File: src/common/pcd_pkg.sv
// constants for the port c/d override block
// assumes a 32-bit avalon-mm slave and a 100 mhz i/o clock
`default_nettype none
package pcd_pkg;
    // register byte offsets
    localparam logic [4:0] OFS_PB_OUT = 5'h00;
    localparam logic [4:0] OFS_PB_DIR = 5'h04;
    localparam logic [4:0] OFS_PB_PIN = 5'h08;
    localparam logic [4:0] OFS_PC_OUT = 5'h0C;
    localparam logic [4:0] OFS_CTRL   = 5'h10;
    // reset values
    localparam logic [7:0] RST_PB_OUT = 8'h00;
    localparam logic [7:0] RST_PB_DIR = 8'h00;
    localparam logic [6:0] RST_PC_OUT = 7'h00;
    localparam logic [6:0] RST_CTRL   = 7'h00;
    // control field positions
    localparam int CTRL_TWO_WIRE = 0;
    localparam int CTRL_PUD      = 1;
    localparam int CTRL_SYNC     = 2;
    localparam int CTRL_TX_EN    = 3;
    localparam int CTRL_RX_EN    = 4;
    localparam int CTRL_IRQ0_EN  = 5;
    localparam int CTRL_IRQ1_EN  = 6;
    localparam int CTRL_W        = 7;
    // pin positions
    localparam int PC_RESET = 6;
    localparam int PC_TW_CK = 5;
    localparam int PC_TW_DA = 4;
    localparam int PD_SER_CK = 4;
    localparam int PD_T1    = 5;
    localparam int PD_IRQ1  = 3;
    localparam int PD_IRQ0  = 2;
    localparam int PD_TX    = 1;
    localparam int PD_RX    = 0;
    // spike filter timing
    localparam int SPIKE_NS  = 50;
    localparam int CLK_MHZ   = 100;
    localparam int SPIKE_CYC = (SPIKE_NS * CLK_MHZ + 999) / 1000;
    // bus answer states
    typedef enum logic {BUS_IDLE, BUS_ANSWER} pcd_bus_t;
endpackage
`default_nettype wire

File: src/rtl/pcd_port_override.sv
// port b/c registers and port c/d pin override logic
// assumes peripheral signals on i_clk, pad inputs asynchronous
`default_nettype none
module pcd_port_override (
    // clock and reset
    input  wire logic        i_clk,
    input  wire logic        i_rst_n,
    // avalon-mm slave
    input  wire logic [4:0]  i_avs_address,
    input  wire logic        i_avs_read,
    input  wire logic        i_avs_write,
    input  wire logic [31:0] i_avs_writedata,
    input  wire logic [3:0]  i_avs_byteenable,
    output logic      [31:0] o_avs_readdata,
    output logic             o_avs_waitrequest,
    // fuse and neighbouring port registers
    input  wire logic        i_reset_pin_disable,
    input  wire logic [6:0]  i_pc_dir,
    input  wire logic [7:0]  i_pd_out,
    input  wire logic [7:0]  i_pd_dir,
    // peripheral drive
    input  wire logic        i_tw_clock_out,
    input  wire logic        i_tw_data_out,
    input  wire logic        i_serial_ext_clock_out,
    input  wire logic        i_tx_data,
    // pad inputs
    input  wire logic [7:0]  i_pb_pin,
    input  wire logic [6:0]  i_pc_pin,
    input  wire logic [7:0]  i_pd_pin,
    // port b pads
    output logic      [7:0]  o_pb_out,
    output logic      [7:0]  o_pb_oe,
    output logic      [7:0]  o_pb_pullup,
    // port c pads
    output logic      [6:0]  o_pc_out,
    output logic      [6:0]  o_pc_oe,
    output logic      [6:0]  o_pc_pullup,
    output logic      [6:0]  o_pc_ie,
    output logic      [1:0]  o_pc_slew_limit,
    // port d pads
    output logic      [7:0]  o_pd_out,
    output logic      [7:0]  o_pd_oe,
    output logic      [7:0]  o_pd_pullup,
    output logic      [7:0]  o_pd_ie,
    // peripheral inputs
    output logic             o_reset_in,
    output logic             o_tw_clock_in,
    output logic             o_tw_data_in,
    output logic             o_serial_ext_clock_in,
    output logic             o_timer0_count_in,
    output logic             o_timer1_count_in,
    output logic             o_ext_irq_zero_in,
    output logic             o_ext_irq_one_in,
    output logic             o_rx_data_in,
    output logic             o_c6_reads_zero
);

    // override merge
    function automatic logic [7:0] pcd_ovr(
        input logic [7:0] en,
        input logic [7:0] val,
        input logic [7:0] dflt
    );
        pcd_ovr = (en & val) | (~en & dflt);
    endfunction

    // pad and fuse synchronisers
    logic [23:0] sync_meta_r, sync_r;

    always_ff @(posedge i_clk or negedge i_rst_n) begin
        if (!i_rst_n) begin
            sync_meta_r <= 24'h000000;
            sync_r      <= 24'h000000;
        end else begin
            sync_meta_r <= {i_reset_pin_disable, i_pd_pin, i_pc_pin, i_pb_pin};
            sync_r      <= sync_meta_r;
        end
    end

    logic [7:0] pb_s, pc_s, pd_s;
    logic       rst_dis_s;
    assign pb_s      = sync_r[7:0];
    assign pc_s      = {1'b0, sync_r[14:8]};
    assign pd_s      = sync_r[22:15];
    assign rst_dis_s = sync_r[23];

    // registers
    logic [7:0]        pb_out_r, pb_dir_r;
    logic [6:0]        pc_out_r, ctrl_r;
    pcd_pkg::pcd_bus_t bus_r;
    logic              wr_go, reset_fn;

    assign wr_go    = (bus_r == pcd_pkg::BUS_ANSWER) && i_avs_write && i_avs_byteenable[0];
    assign reset_fn = ~rst_dis_s;

    always_ff @(posedge i_clk or negedge i_rst_n) begin
        if (!i_rst_n) begin
            pb_out_r <= pcd_pkg::RST_PB_OUT;
            pb_dir_r <= pcd_pkg::RST_PB_DIR;
            pc_out_r <= pcd_pkg::RST_PC_OUT;
            ctrl_r   <= pcd_pkg::RST_CTRL;
        end else if (wr_go) begin
            case (i_avs_address)
                pcd_pkg::OFS_PB_OUT: pb_out_r <= i_avs_writedata[7:0];
                pcd_pkg::OFS_PB_DIR: pb_dir_r <= i_avs_writedata[7:0];
                pcd_pkg::OFS_PC_OUT: pc_out_r <= i_avs_writedata[6:0];
                pcd_pkg::OFS_CTRL:   ctrl_r   <= i_avs_writedata[6:0];
                default: begin
                end
            endcase
        end
    end

    logic two_wire_enable, pullup_disable_global, sync_sel, tx_en, rx_en, irq0_en, irq1_en;
    assign two_wire_enable     = ctrl_r[pcd_pkg::CTRL_TWO_WIRE];
    assign pullup_disable_global      = ctrl_r[pcd_pkg::CTRL_PUD];
    assign sync_sel = ctrl_r[pcd_pkg::CTRL_SYNC];
    assign tx_en    = ctrl_r[pcd_pkg::CTRL_TX_EN];
    assign rx_en    = ctrl_r[pcd_pkg::CTRL_RX_EN];
    assign irq0_en  = ctrl_r[pcd_pkg::CTRL_IRQ0_EN];
    assign irq1_en  = ctrl_r[pcd_pkg::CTRL_IRQ1_EN];

    // read mux
    logic [7:0] rd_nxt, pc_rd;

    always_comb begin
        pc_rd = {1'b0, pc_out_r};
        if (reset_fn) begin
            pc_rd[pcd_pkg::PC_RESET] = 1'b0;
        end
        case (i_avs_address)
            pcd_pkg::OFS_PB_OUT: rd_nxt = pb_out_r;
            pcd_pkg::OFS_PB_DIR: rd_nxt = pb_dir_r;
            pcd_pkg::OFS_PB_PIN: rd_nxt = pb_s;
            pcd_pkg::OFS_PC_OUT: rd_nxt = pc_rd;
            pcd_pkg::OFS_CTRL:   rd_nxt = {1'b0, ctrl_r};
            default:             rd_nxt = 8'h00;
        endcase
    end

    // bus handshake: one wait cycle, then answer
    always_ff @(posedge i_clk or negedge i_rst_n) begin
        if (!i_rst_n) begin
            bus_r             <= pcd_pkg::BUS_IDLE;
            o_avs_waitrequest <= 1'b1;
            o_avs_readdata    <= 32'h00000000;
        end else begin
            case (bus_r)
                pcd_pkg::BUS_IDLE: begin
                    if (i_avs_read || i_avs_write) begin
                        bus_r             <= pcd_pkg::BUS_ANSWER;
                        o_avs_waitrequest <= 1'b0;
                        if (i_avs_read) begin
                            o_avs_readdata <= {24'h000000, rd_nxt};
                        end
                    end
                end
                pcd_pkg::BUS_ANSWER: begin
                    bus_r             <= pcd_pkg::BUS_IDLE;
                    o_avs_waitrequest <= 1'b1;
                end
                default: begin
                    bus_r             <= pcd_pkg::BUS_IDLE;
                    o_avs_waitrequest <= 1'b1;
                end
            endcase
        end
    end

    // override tables for ports c and d
    logic [7:0] c_pu_oe, c_pu_ov, c_dd_oe, c_dd_ov;
    logic [7:0] c_pv_oe, c_pv_ov, c_ie_oe, c_ie_ov;
    logic [7:0] d_pu_oe, d_pu_ov, d_dd_oe, d_dd_ov;
    logic [7:0] d_pv_oe, d_pv_ov, d_ie_oe, d_ie_ov;

    always_comb begin
        // c3..c0 and d7..d5 keep all zeros
        c_pu_oe = 8'h00;
        c_pu_ov = 8'h00;
        c_dd_oe = 8'h00;
        c_dd_ov = 8'h00;
        c_pv_oe = 8'h00;
        c_pv_ov = 8'h00;
        c_ie_oe = 8'h00;
        c_ie_ov = 8'h00;
        d_pu_oe = 8'h00;
        d_pu_ov = 8'h00;
        d_dd_oe = 8'h00;
        d_dd_ov = 8'h00;
        d_pv_oe = 8'h00;
        d_pv_ov = 8'h00;
        d_ie_oe = 8'h00;
        d_ie_ov = 8'h00;
        // reset pin
        c_pu_oe[pcd_pkg::PC_RESET] = reset_fn;
        c_pu_ov[pcd_pkg::PC_RESET] = 1'b1;
        c_dd_oe[pcd_pkg::PC_RESET] = reset_fn;
        c_ie_oe[pcd_pkg::PC_RESET] = reset_fn;
        // two-wire clock and data, open drain
        c_pu_oe[pcd_pkg::PC_TW_CK] = two_wire_enable;
        c_pu_oe[pcd_pkg::PC_TW_DA] = two_wire_enable;
        c_pu_ov[pcd_pkg::PC_TW_CK] = pc_out_r[pcd_pkg::PC_TW_CK] & ~pullup_disable_global;
        c_pu_ov[pcd_pkg::PC_TW_DA] = pc_out_r[pcd_pkg::PC_TW_DA] & ~pullup_disable_global;
        c_dd_oe[pcd_pkg::PC_TW_CK] = two_wire_enable;
        c_dd_oe[pcd_pkg::PC_TW_DA] = two_wire_enable;
        c_dd_ov[pcd_pkg::PC_TW_CK] = i_tw_clock_out;
        c_dd_ov[pcd_pkg::PC_TW_DA] = i_tw_data_out;
        c_pv_oe[pcd_pkg::PC_TW_CK] = two_wire_enable;
        c_pv_oe[pcd_pkg::PC_TW_DA] = two_wire_enable;
        // serial clock
        d_pv_oe[pcd_pkg::PD_SER_CK] = sync_sel;
        d_pv_ov[pcd_pkg::PD_SER_CK] = i_serial_ext_clock_out;
        // external interrupts
        d_ie_oe[pcd_pkg::PD_IRQ0] = irq0_en;
        d_ie_oe[pcd_pkg::PD_IRQ1] = irq1_en;
        d_ie_ov[pcd_pkg::PD_IRQ0] = 1'b1;
        d_ie_ov[pcd_pkg::PD_IRQ1] = 1'b1;
        // transmit
        d_pu_oe[pcd_pkg::PD_TX] = tx_en;
        d_dd_oe[pcd_pkg::PD_TX] = tx_en;
        d_dd_ov[pcd_pkg::PD_TX] = 1'b1;
        d_pv_oe[pcd_pkg::PD_TX] = tx_en;
        d_pv_ov[pcd_pkg::PD_TX] = i_tx_data;
        // receive
        d_dd_oe[pcd_pkg::PD_RX] = rx_en;
        d_pu_oe[pcd_pkg::PD_RX] = rx_en;
        d_pu_ov[pcd_pkg::PD_RX] = i_pd_out[pcd_pkg::PD_RX] & ~pullup_disable_global;
    end

    // final pad controls
    logic [7:0] c_dir, c_pu, c_val, c_ie;
    logic [7:0] d_dir, d_pu, d_val, d_ie;
    logic [7:0] c_port, pud_v;

    assign pud_v  = {8{pullup_disable_global}};
    assign c_port = {1'b0, pc_out_r};
    assign c_dir  = pcd_ovr(c_dd_oe, c_dd_ov, {1'b0, i_pc_dir});
    assign c_pu   = pcd_ovr(c_pu_oe, c_pu_ov, c_port & ~c_dir & ~pud_v);
    assign c_val  = pcd_ovr(c_pv_oe, c_pv_ov, c_port);
    assign c_ie   = pcd_ovr(c_ie_oe, c_ie_ov, 8'hFF);
    assign d_dir  = pcd_ovr(d_dd_oe, d_dd_ov, i_pd_dir);
    assign d_pu   = pcd_ovr(d_pu_oe, d_pu_ov, i_pd_out & ~d_dir & ~pud_v);
    assign d_val  = pcd_ovr(d_pv_oe, d_pv_ov, i_pd_out);
    assign d_ie   = pcd_ovr(d_ie_oe, d_ie_ov, 8'hFF);

    always_ff @(posedge i_clk or negedge i_rst_n) begin
        if (!i_rst_n) begin
            o_pb_out    <= 8'h00;
            o_pb_oe     <= 8'h00;
            o_pb_pullup <= 8'h00;
        end else begin
            o_pb_out    <= pb_out_r;
            o_pb_oe     <= pb_dir_r;
            o_pb_pullup <= pb_out_r & ~pb_dir_r & ~pud_v;
        end
    end

    always_ff @(posedge i_clk or negedge i_rst_n) begin
        if (!i_rst_n) begin
            o_pc_out        <= 7'h00;
            o_pc_oe         <= 7'h00;
            o_pc_pullup     <= 7'h00;
            o_pc_ie         <= 7'h00;
            o_pc_slew_limit <= 2'h0;
        end else begin
            o_pc_out        <= c_val[6:0];
            o_pc_oe         <= c_dir[6:0];
            o_pc_pullup     <= c_pu[6:0];
            o_pc_ie         <= c_ie[6:0];
            o_pc_slew_limit <= {two_wire_enable, two_wire_enable};
        end
    end

    always_ff @(posedge i_clk or negedge i_rst_n) begin
        if (!i_rst_n) begin
            o_pd_out    <= 8'h00;
            o_pd_oe     <= 8'h00;
            o_pd_pullup <= 8'h00;
            o_pd_ie     <= 8'h00;
        end else begin
            o_pd_out    <= d_val;
            o_pd_oe     <= d_dir;
            o_pd_pullup <= d_pu;
            o_pd_ie     <= d_ie;
        end
    end

    // digital inputs to peripherals
    logic [7:0] d_in;
    assign d_in = pd_s & d_ie;

    always_ff @(posedge i_clk or negedge i_rst_n) begin
        if (!i_rst_n) begin
            o_reset_in            <= 1'b1;
            o_serial_ext_clock_in <= 1'b0;
            o_timer0_count_in     <= 1'b0;
            o_timer1_count_in     <= 1'b0;
            o_ext_irq_zero_in     <= 1'b0;
            o_ext_irq_one_in      <= 1'b0;
            o_rx_data_in          <= 1'b0;
            o_c6_reads_zero       <= 1'b0;
        end else begin
            o_reset_in            <= reset_fn ? pc_s[pcd_pkg::PC_RESET] : 1'b1;
            o_serial_ext_clock_in <= d_in[pcd_pkg::PD_SER_CK];
            o_timer0_count_in     <= d_in[pcd_pkg::PD_SER_CK];
            o_timer1_count_in     <= d_in[pcd_pkg::PD_T1];
            o_ext_irq_zero_in     <= d_in[pcd_pkg::PD_IRQ0];
            o_ext_irq_one_in      <= d_in[pcd_pkg::PD_IRQ1];
            o_rx_data_in          <= d_in[pcd_pkg::PD_RX];
            o_c6_reads_zero       <= reset_fn;
        end
    end

    // two-wire spike filters, index 1 clock, 0 data
    logic [1:0] tw_raw, tw_filt_r;
    logic [2:0] tw_cnt_r [2];
    assign tw_raw = {pc_s[pcd_pkg::PC_TW_CK], pc_s[pcd_pkg::PC_TW_DA]};

    always_ff @(posedge i_clk or negedge i_rst_n) begin
        if (!i_rst_n) begin
            tw_cnt_r[0] <= 3'h0;
            tw_cnt_r[1] <= 3'h0;
            tw_filt_r   <= 2'h3;
        end else begin
            for (int k = 0; k < 2; k++) begin
                if (tw_raw[k] == tw_filt_r[k]) begin
                    tw_cnt_r[k] <= 3'h0;
                end else if (tw_cnt_r[k] == 3'(pcd_pkg::SPIKE_CYC - 1)) begin
                    tw_cnt_r[k]  <= 3'h0;
                    tw_filt_r[k] <= tw_raw[k];
                end else begin
                    tw_cnt_r[k] <= tw_cnt_r[k] + 3'h1;
                end
            end
        end
    end

    assign o_tw_clock_in = tw_filt_r[1];
    assign o_tw_data_in  = tw_filt_r[0];

endmodule // pcd_port_override
`default_nettype wire

File: config.mk
export PLATFORM = sky130hd
export DESIGN_NAME = pcd_port_override
export DESIGN_NICKNAME = d
export VERILOG_FILES = /design/src/common/pcd_pkg.sv /design/src/rtl/pcd_port_override.sv
export SDC_FILE = /design/constraint.sdc
export NUM_CORES = 1
export LEC_CHECK = 0
export ABC_AREA = 1
export BUFFER_PORTS_ARGS = -buffer_cell sky130_fd_sc_hd__buf_2
export CORE_UTILIZATION = 35
export CTS_BUF_LIST = sky130_fd_sc_hd__clkbuf_8
export DETAILED_ROUTE_END_ITERATION = 16
export PLACE_DENSITY = 0.68
export SETUP_SLACK_MARGIN = 0.3
export SYNTH_ARGS = -nofsm -noshare
export SYNTH_HDL_FRONTEND = slang
export SYNTH_SLANG_ARGS = --single-unit
File: constraint.sdc
create_clock -name i_clk -period 1.5 [get_ports i_clk]
set_input_delay 0.375 -clock i_clk [delete_from_list [all_inputs] [get_ports i_clk]]
set_output_delay 0.375 -clock i_clk [all_outputs]
set_load 0.05 [all_outputs]
# Yosys cells after proc, flatten, opt, wreduce, memory -nomap -nowiden
# Index checks and enable logic that the tools add are counted.
[op_classes]
addsub = 2
eq_ne = 9
muxes = 11
n_bitwise = 41
reduce_logical = 11
[ops]
columns = ["cell", "count"]
rows = [
  ["$and A8 B8 Y8", 7],
  ["$and A7 B7 Y7", 6],
  ["$pmux W8 S5", 1],
  ["$not A8 Y8", 3],
  ["$not A7 Y7", 3],
  ["$or A2 B8 Y8", 2],
  ["$or A7 B7 Y7", 2],
  ["$mux W3", 4],
  ["$reduce_and A2 Y1", 6],
  ["$eq A5 B4 Y1 const B", 2],
  ["$not A2 Y8", 1],
  ["$not A4 Y8", 1],
  ["$not A5 Y8", 1],
  ["$or A4 B8 Y8", 1],
  ["$or A5 B8 Y8", 1],
  ["$and A7 B6 Y7", 1],
  ["$not A6 Y7", 1],
  ["$add A3 B1 Y3 const B", 2],
  ["$and A6 B6 Y6", 1],
  ["$eq A3 B3 Y1 const B", 2],
  ["$and A5 B5 Y5", 1],
  ["$eq A5 B3 Y1 const B", 1],
  ["$eq A5 B5 Y1 const B", 1],
  ["$logic_not A5 Y1", 1],
  ["10 further kinds", 22],
]
[word_totals]
regBits = 188
inputBits = 96
output_inout_bits = 129
wordCells = 106

# Longest topological paths before layout
[logic_depth]
depth_word = 9
mapped_depth = 9
ltp_nobuf = 8

# Least setup slack after synthesis
# OpenSTA, ideal clock, no wires.
[synth_timing]
path_kind = "reg2out"
startpoint = "register o_pd_ie[6] (netlist name)"
endpoint = "output port o_pc_ie[1]"
t_arrival_ns = 1.101
required_time_ns = 1.125
slack_ns = 0.024
stages_incl_launch_ff = 2
n_path_buf = 1
path_cell_list = "dfrtp_1 > buf_4"
[synth_lines]
columns = ["item", "line", "text"]
rows = [
  ["end, declared", "pcd_port_override.sv:38", "output logic [6:0] o_pc_ie,"],
]

==> reports/summary.md <==
### Outcome
* finished, violations left — result of the run
* setup timing — violations in the final reports

### Logic synthesis
* 69.6% — Seq/Total Area, Yosys
* 5800 um^2 — Post-Syn Area
* 482 — post-synthesis instance total
* 30 — number of distinct standard cells referenced by the synthesized netlist
* 67.7% — area share of the leading cell type in the synthesized netlist
* dfrtp_1 — cell accounting for the most synthesized area
* 12.0 um^2 — post-synthesis area per instance
* dfrtp_1, nand2_1, buf_4 — main area contributors after synthesis
* 161 — number of synthesized register bits
* 0 — Synth warnings

### Drt
* 0 — Antenna Violating Nets Remaining
* 206 — initial detailed-routing violation count
* 0 — DR DRC count
* 4.44 — vias per cell
* 4 — Initial DRT Pass Iterations
* 14.9 um — average wire length per cell after detail routing
* 4092 — Via Count
* 13700 um — aggregate routed wire length

### Flow run
* 0 — count of max-cap constraint violations

### Timing
* 105% — final clock period utilization by the worst path
* 0 — final count of hold timing violations
* 1.58 ns — Min Clock Period, post-route
* -0.0773 ns — fin worst setup slack
* 0.0185 ns — Max Clock Skew
* yes — unrepaired setup endpoints after global routing
* 634 MHz — upper clock frequency limit
* 18 — count of final setup violators
* 0.0443 ns — Min Hold Slack
* -1.12 ns — setup TNS
* 0 — number of max-slew violations in the final report

### Clock tree
* 17 — number of clock buffers inserted by TritonCTS
* 161 — clk sinks
* built — clock tree from TritonCTS
* clkbuf_8 — root buf cell
* 0.45 ns — Clk Latency, worst-skew pair
* 0.09 ns — Worst-path clk slew
* 2 — CTS max path bufs
* 4 — CTS H-Tree Depth

### Critical path
* flip-flop — kind of launch point of the worst setup path
* buf_4 — cell-by-cell trace of the critical path
* dfrtp_4 — slowest cell on the critical path
* 14 — crit-path max FO
* 0.55 ns — largest stage delay on the critical path
* 1.20 ns — signal arrival time at the worst endpoint
* flip-flops — family with the most delay on the worst path
* 1 — Buf+Inv Stages, Crit Path
* 1.12 ns — required time reported for the critical path endpoint
* output pin — crit path capture type
* flip-flop to output pin — kind of critical path

### Power
* 48.5% — power share of the sequential group
* 1230 nW/um^2 — power density over the cells
* 32.8% — switching portion of total power
* 21.8% — Comb power frac
* 10.3 mW — Power, Total
* 29.8% — Clk pwr share
* 6.90 mW — internal power
* 0.514 mV — maximum ir drop on the vdd rail
* 4.21 nW — Leak Pwr
* 3.37 mW — Sw Pwr

### Placed design
* 0.779 — final weighted congestion of routability-driven global placement
* 856 — cell count after placement
* 166 — number of buffers inserted by port buffering
* 8740 um — detailed placement HPWL
* 6840 um^2 — cell area after placement
* -0.0116 ns — post-placement worst setup slack

### Cells and area
* 792 — Nets
* 922 — count of non-filler cells in the finished layout
* 52.1% — end-of-flow core utilization
* 44.2% — Area Growth Syn to Fin
* 8360 um^2 — fin area
* 1372 — filler cell count in the final layout
* dfrtp_1, buf_6, nand2_1 — most frequent cells in the layout
* 43.3% — fraction of layout cells with a size suffix above 1
* dfrtp_1 — most frequent standard cell in the layout excluding fill and tap cells

### Min path
* input port to flip-flop — type of the tightest min-delay check

### Die
* 46 — floorplan row count
* 225 — io pins
* 131 um — Die H
* 16100 um^2 — core area
* 131 um — horizontal extent of the die
* 36.1% — initial cell density of the core
* 17100 um^2 — die footprint

### Global route
* 0 — residual overflow from global routing
* 20600 um — first-pass GRT wire length
* 16.6% — global routing usage summed across all routing layers
* 4023 — number of global-route vias before repair
* 1 — antenna violations before repair
* 42 — largest net degree at the start of global routing

[flip-flops by register name (all words and copies together) (netlist names), 2 cells and up]
name	cells
pb_out_r	8
o_pc_out	7
o_avs_readdata	8
o_pd_pullup	8
o_pb_oe	8
pb_dir_r	8
o_pc_oe	7
ctrl_r	7
o_pd_oe	8
tw_cnt_r	6
sync_meta_r	17
pc_out_r	7
tw_filt_r	2
o_pb_pullup	8
o_pd_out	8
sync_r	17
o_pc_pullup	7
o_pb_out	8
[per-layer routing]
layer  routed length, um  GRT usage, %  vias to the layer above
li1                    -             -                     1912
met2                6960          27.9                      172
met3                 913          5.54                       16
met5                   0             0                        -
met4                 263          6.56                        0
met1                5560          19.5                     1992
[area by class of cell]
cell class | count | area (um^2) | share of cell area (%)
clock buffer | 17 | 234 | 2.80
multi-input combinational | 260 | 1500 | 17.9
sequential | 161 | 4040 | 48.3
clock inverter | 15 | 146 | 1.75
inverter | 31 | 121 | 1.45
antenna | 1 | 2.50 | 0.0299
timing repair buffer | 221 | 2050 | 24.5
tap | 216 | 270 | 3.23
[path summary, 6_finish.rpt]
kind	from	endpoint	slack [ns]	depth (start not counted)
worst min-delay path	i_pd_out[3]	o_pd_out[3]	0.04	1
max in group asynchronous	i_rst_n	o_timer1_count_in	0.52	3
worst max register to register	bus_r	pc_out_r[1]	0.24	6
worst min register to register	sync_meta_r[1]	sync_r[1]	0.35	0
worst max-delay path	o_pd_ie[6]	o_pc_ie[2]	-0.08	1
min in group asynchronous	i_rst_n	pb_out_r[2]	0.42	2
[cell families (layout without fill, tap and decap cells)]
family / count (synthesis) / in the layout / synth area share [%]
AOI/OAI and AO/OA: 33 / 33 / 3.37
xor gates and xnor gates: 4 / 4 / 0.604
adders and majority gates: 4 / 4 / 0.863
buffers and inverters: 85 / 284 / 8.93
DFF: 161 / 161 / 69.6
muxes: 2 / 2 / 0.388
other: 2 / 26 / 0.129
and+or+nand+nor: 191 / 192 / 16.2
[power by group through the flow]
stage | sequential, mW | clock (mW) | combinational (mW)
final | 4.98 | 3.06 | 2.24
after global routing | 5.03 | 3.36 | 2.39
after CTS | 4.97 | 3.18 | 2.17
after detailed placement | 5.01 | 0 | 1.83
after global placement | 4.99 | 0 | 1.81
after floorplan | 5.61 | 0 | 0.734
[Yosys cell counts]
library cell	instances
dfstp_2	4
nor2_2	1
inv_2	2
mux2_2	2
conb_1	2
nand2_2	2
and3_1	1
nand2_1	106
nand4_2	1
or2_2	2
buf_2	4
nand4_1	29
clkbuf_1	3
buf_6	4
inv_4	1
nor3b_1	18
nor2_1	21
xnor2_1	4
buf_4	43
o21ai_1	22
ha_1	4
o21ai_2	8
nor3_1	2
nand3_1	1
o21ai_0	2
a21oi_1	1
nor2_4	6
nand2_4	1
inv_1	28
dfrtp_1	157
[what timing repair did]
action                                 in CTS  in global routing
endpoints found under the hold margin      49                  1
gates resized for setup                   207                 49
setup endpoints to repair                 127                142
setup buffers                               5                  5
pin swaps                                   1                  3
gates cloned                                0                  3
hold buffers                               19                  1
Power figures use the tool's default switching activity.
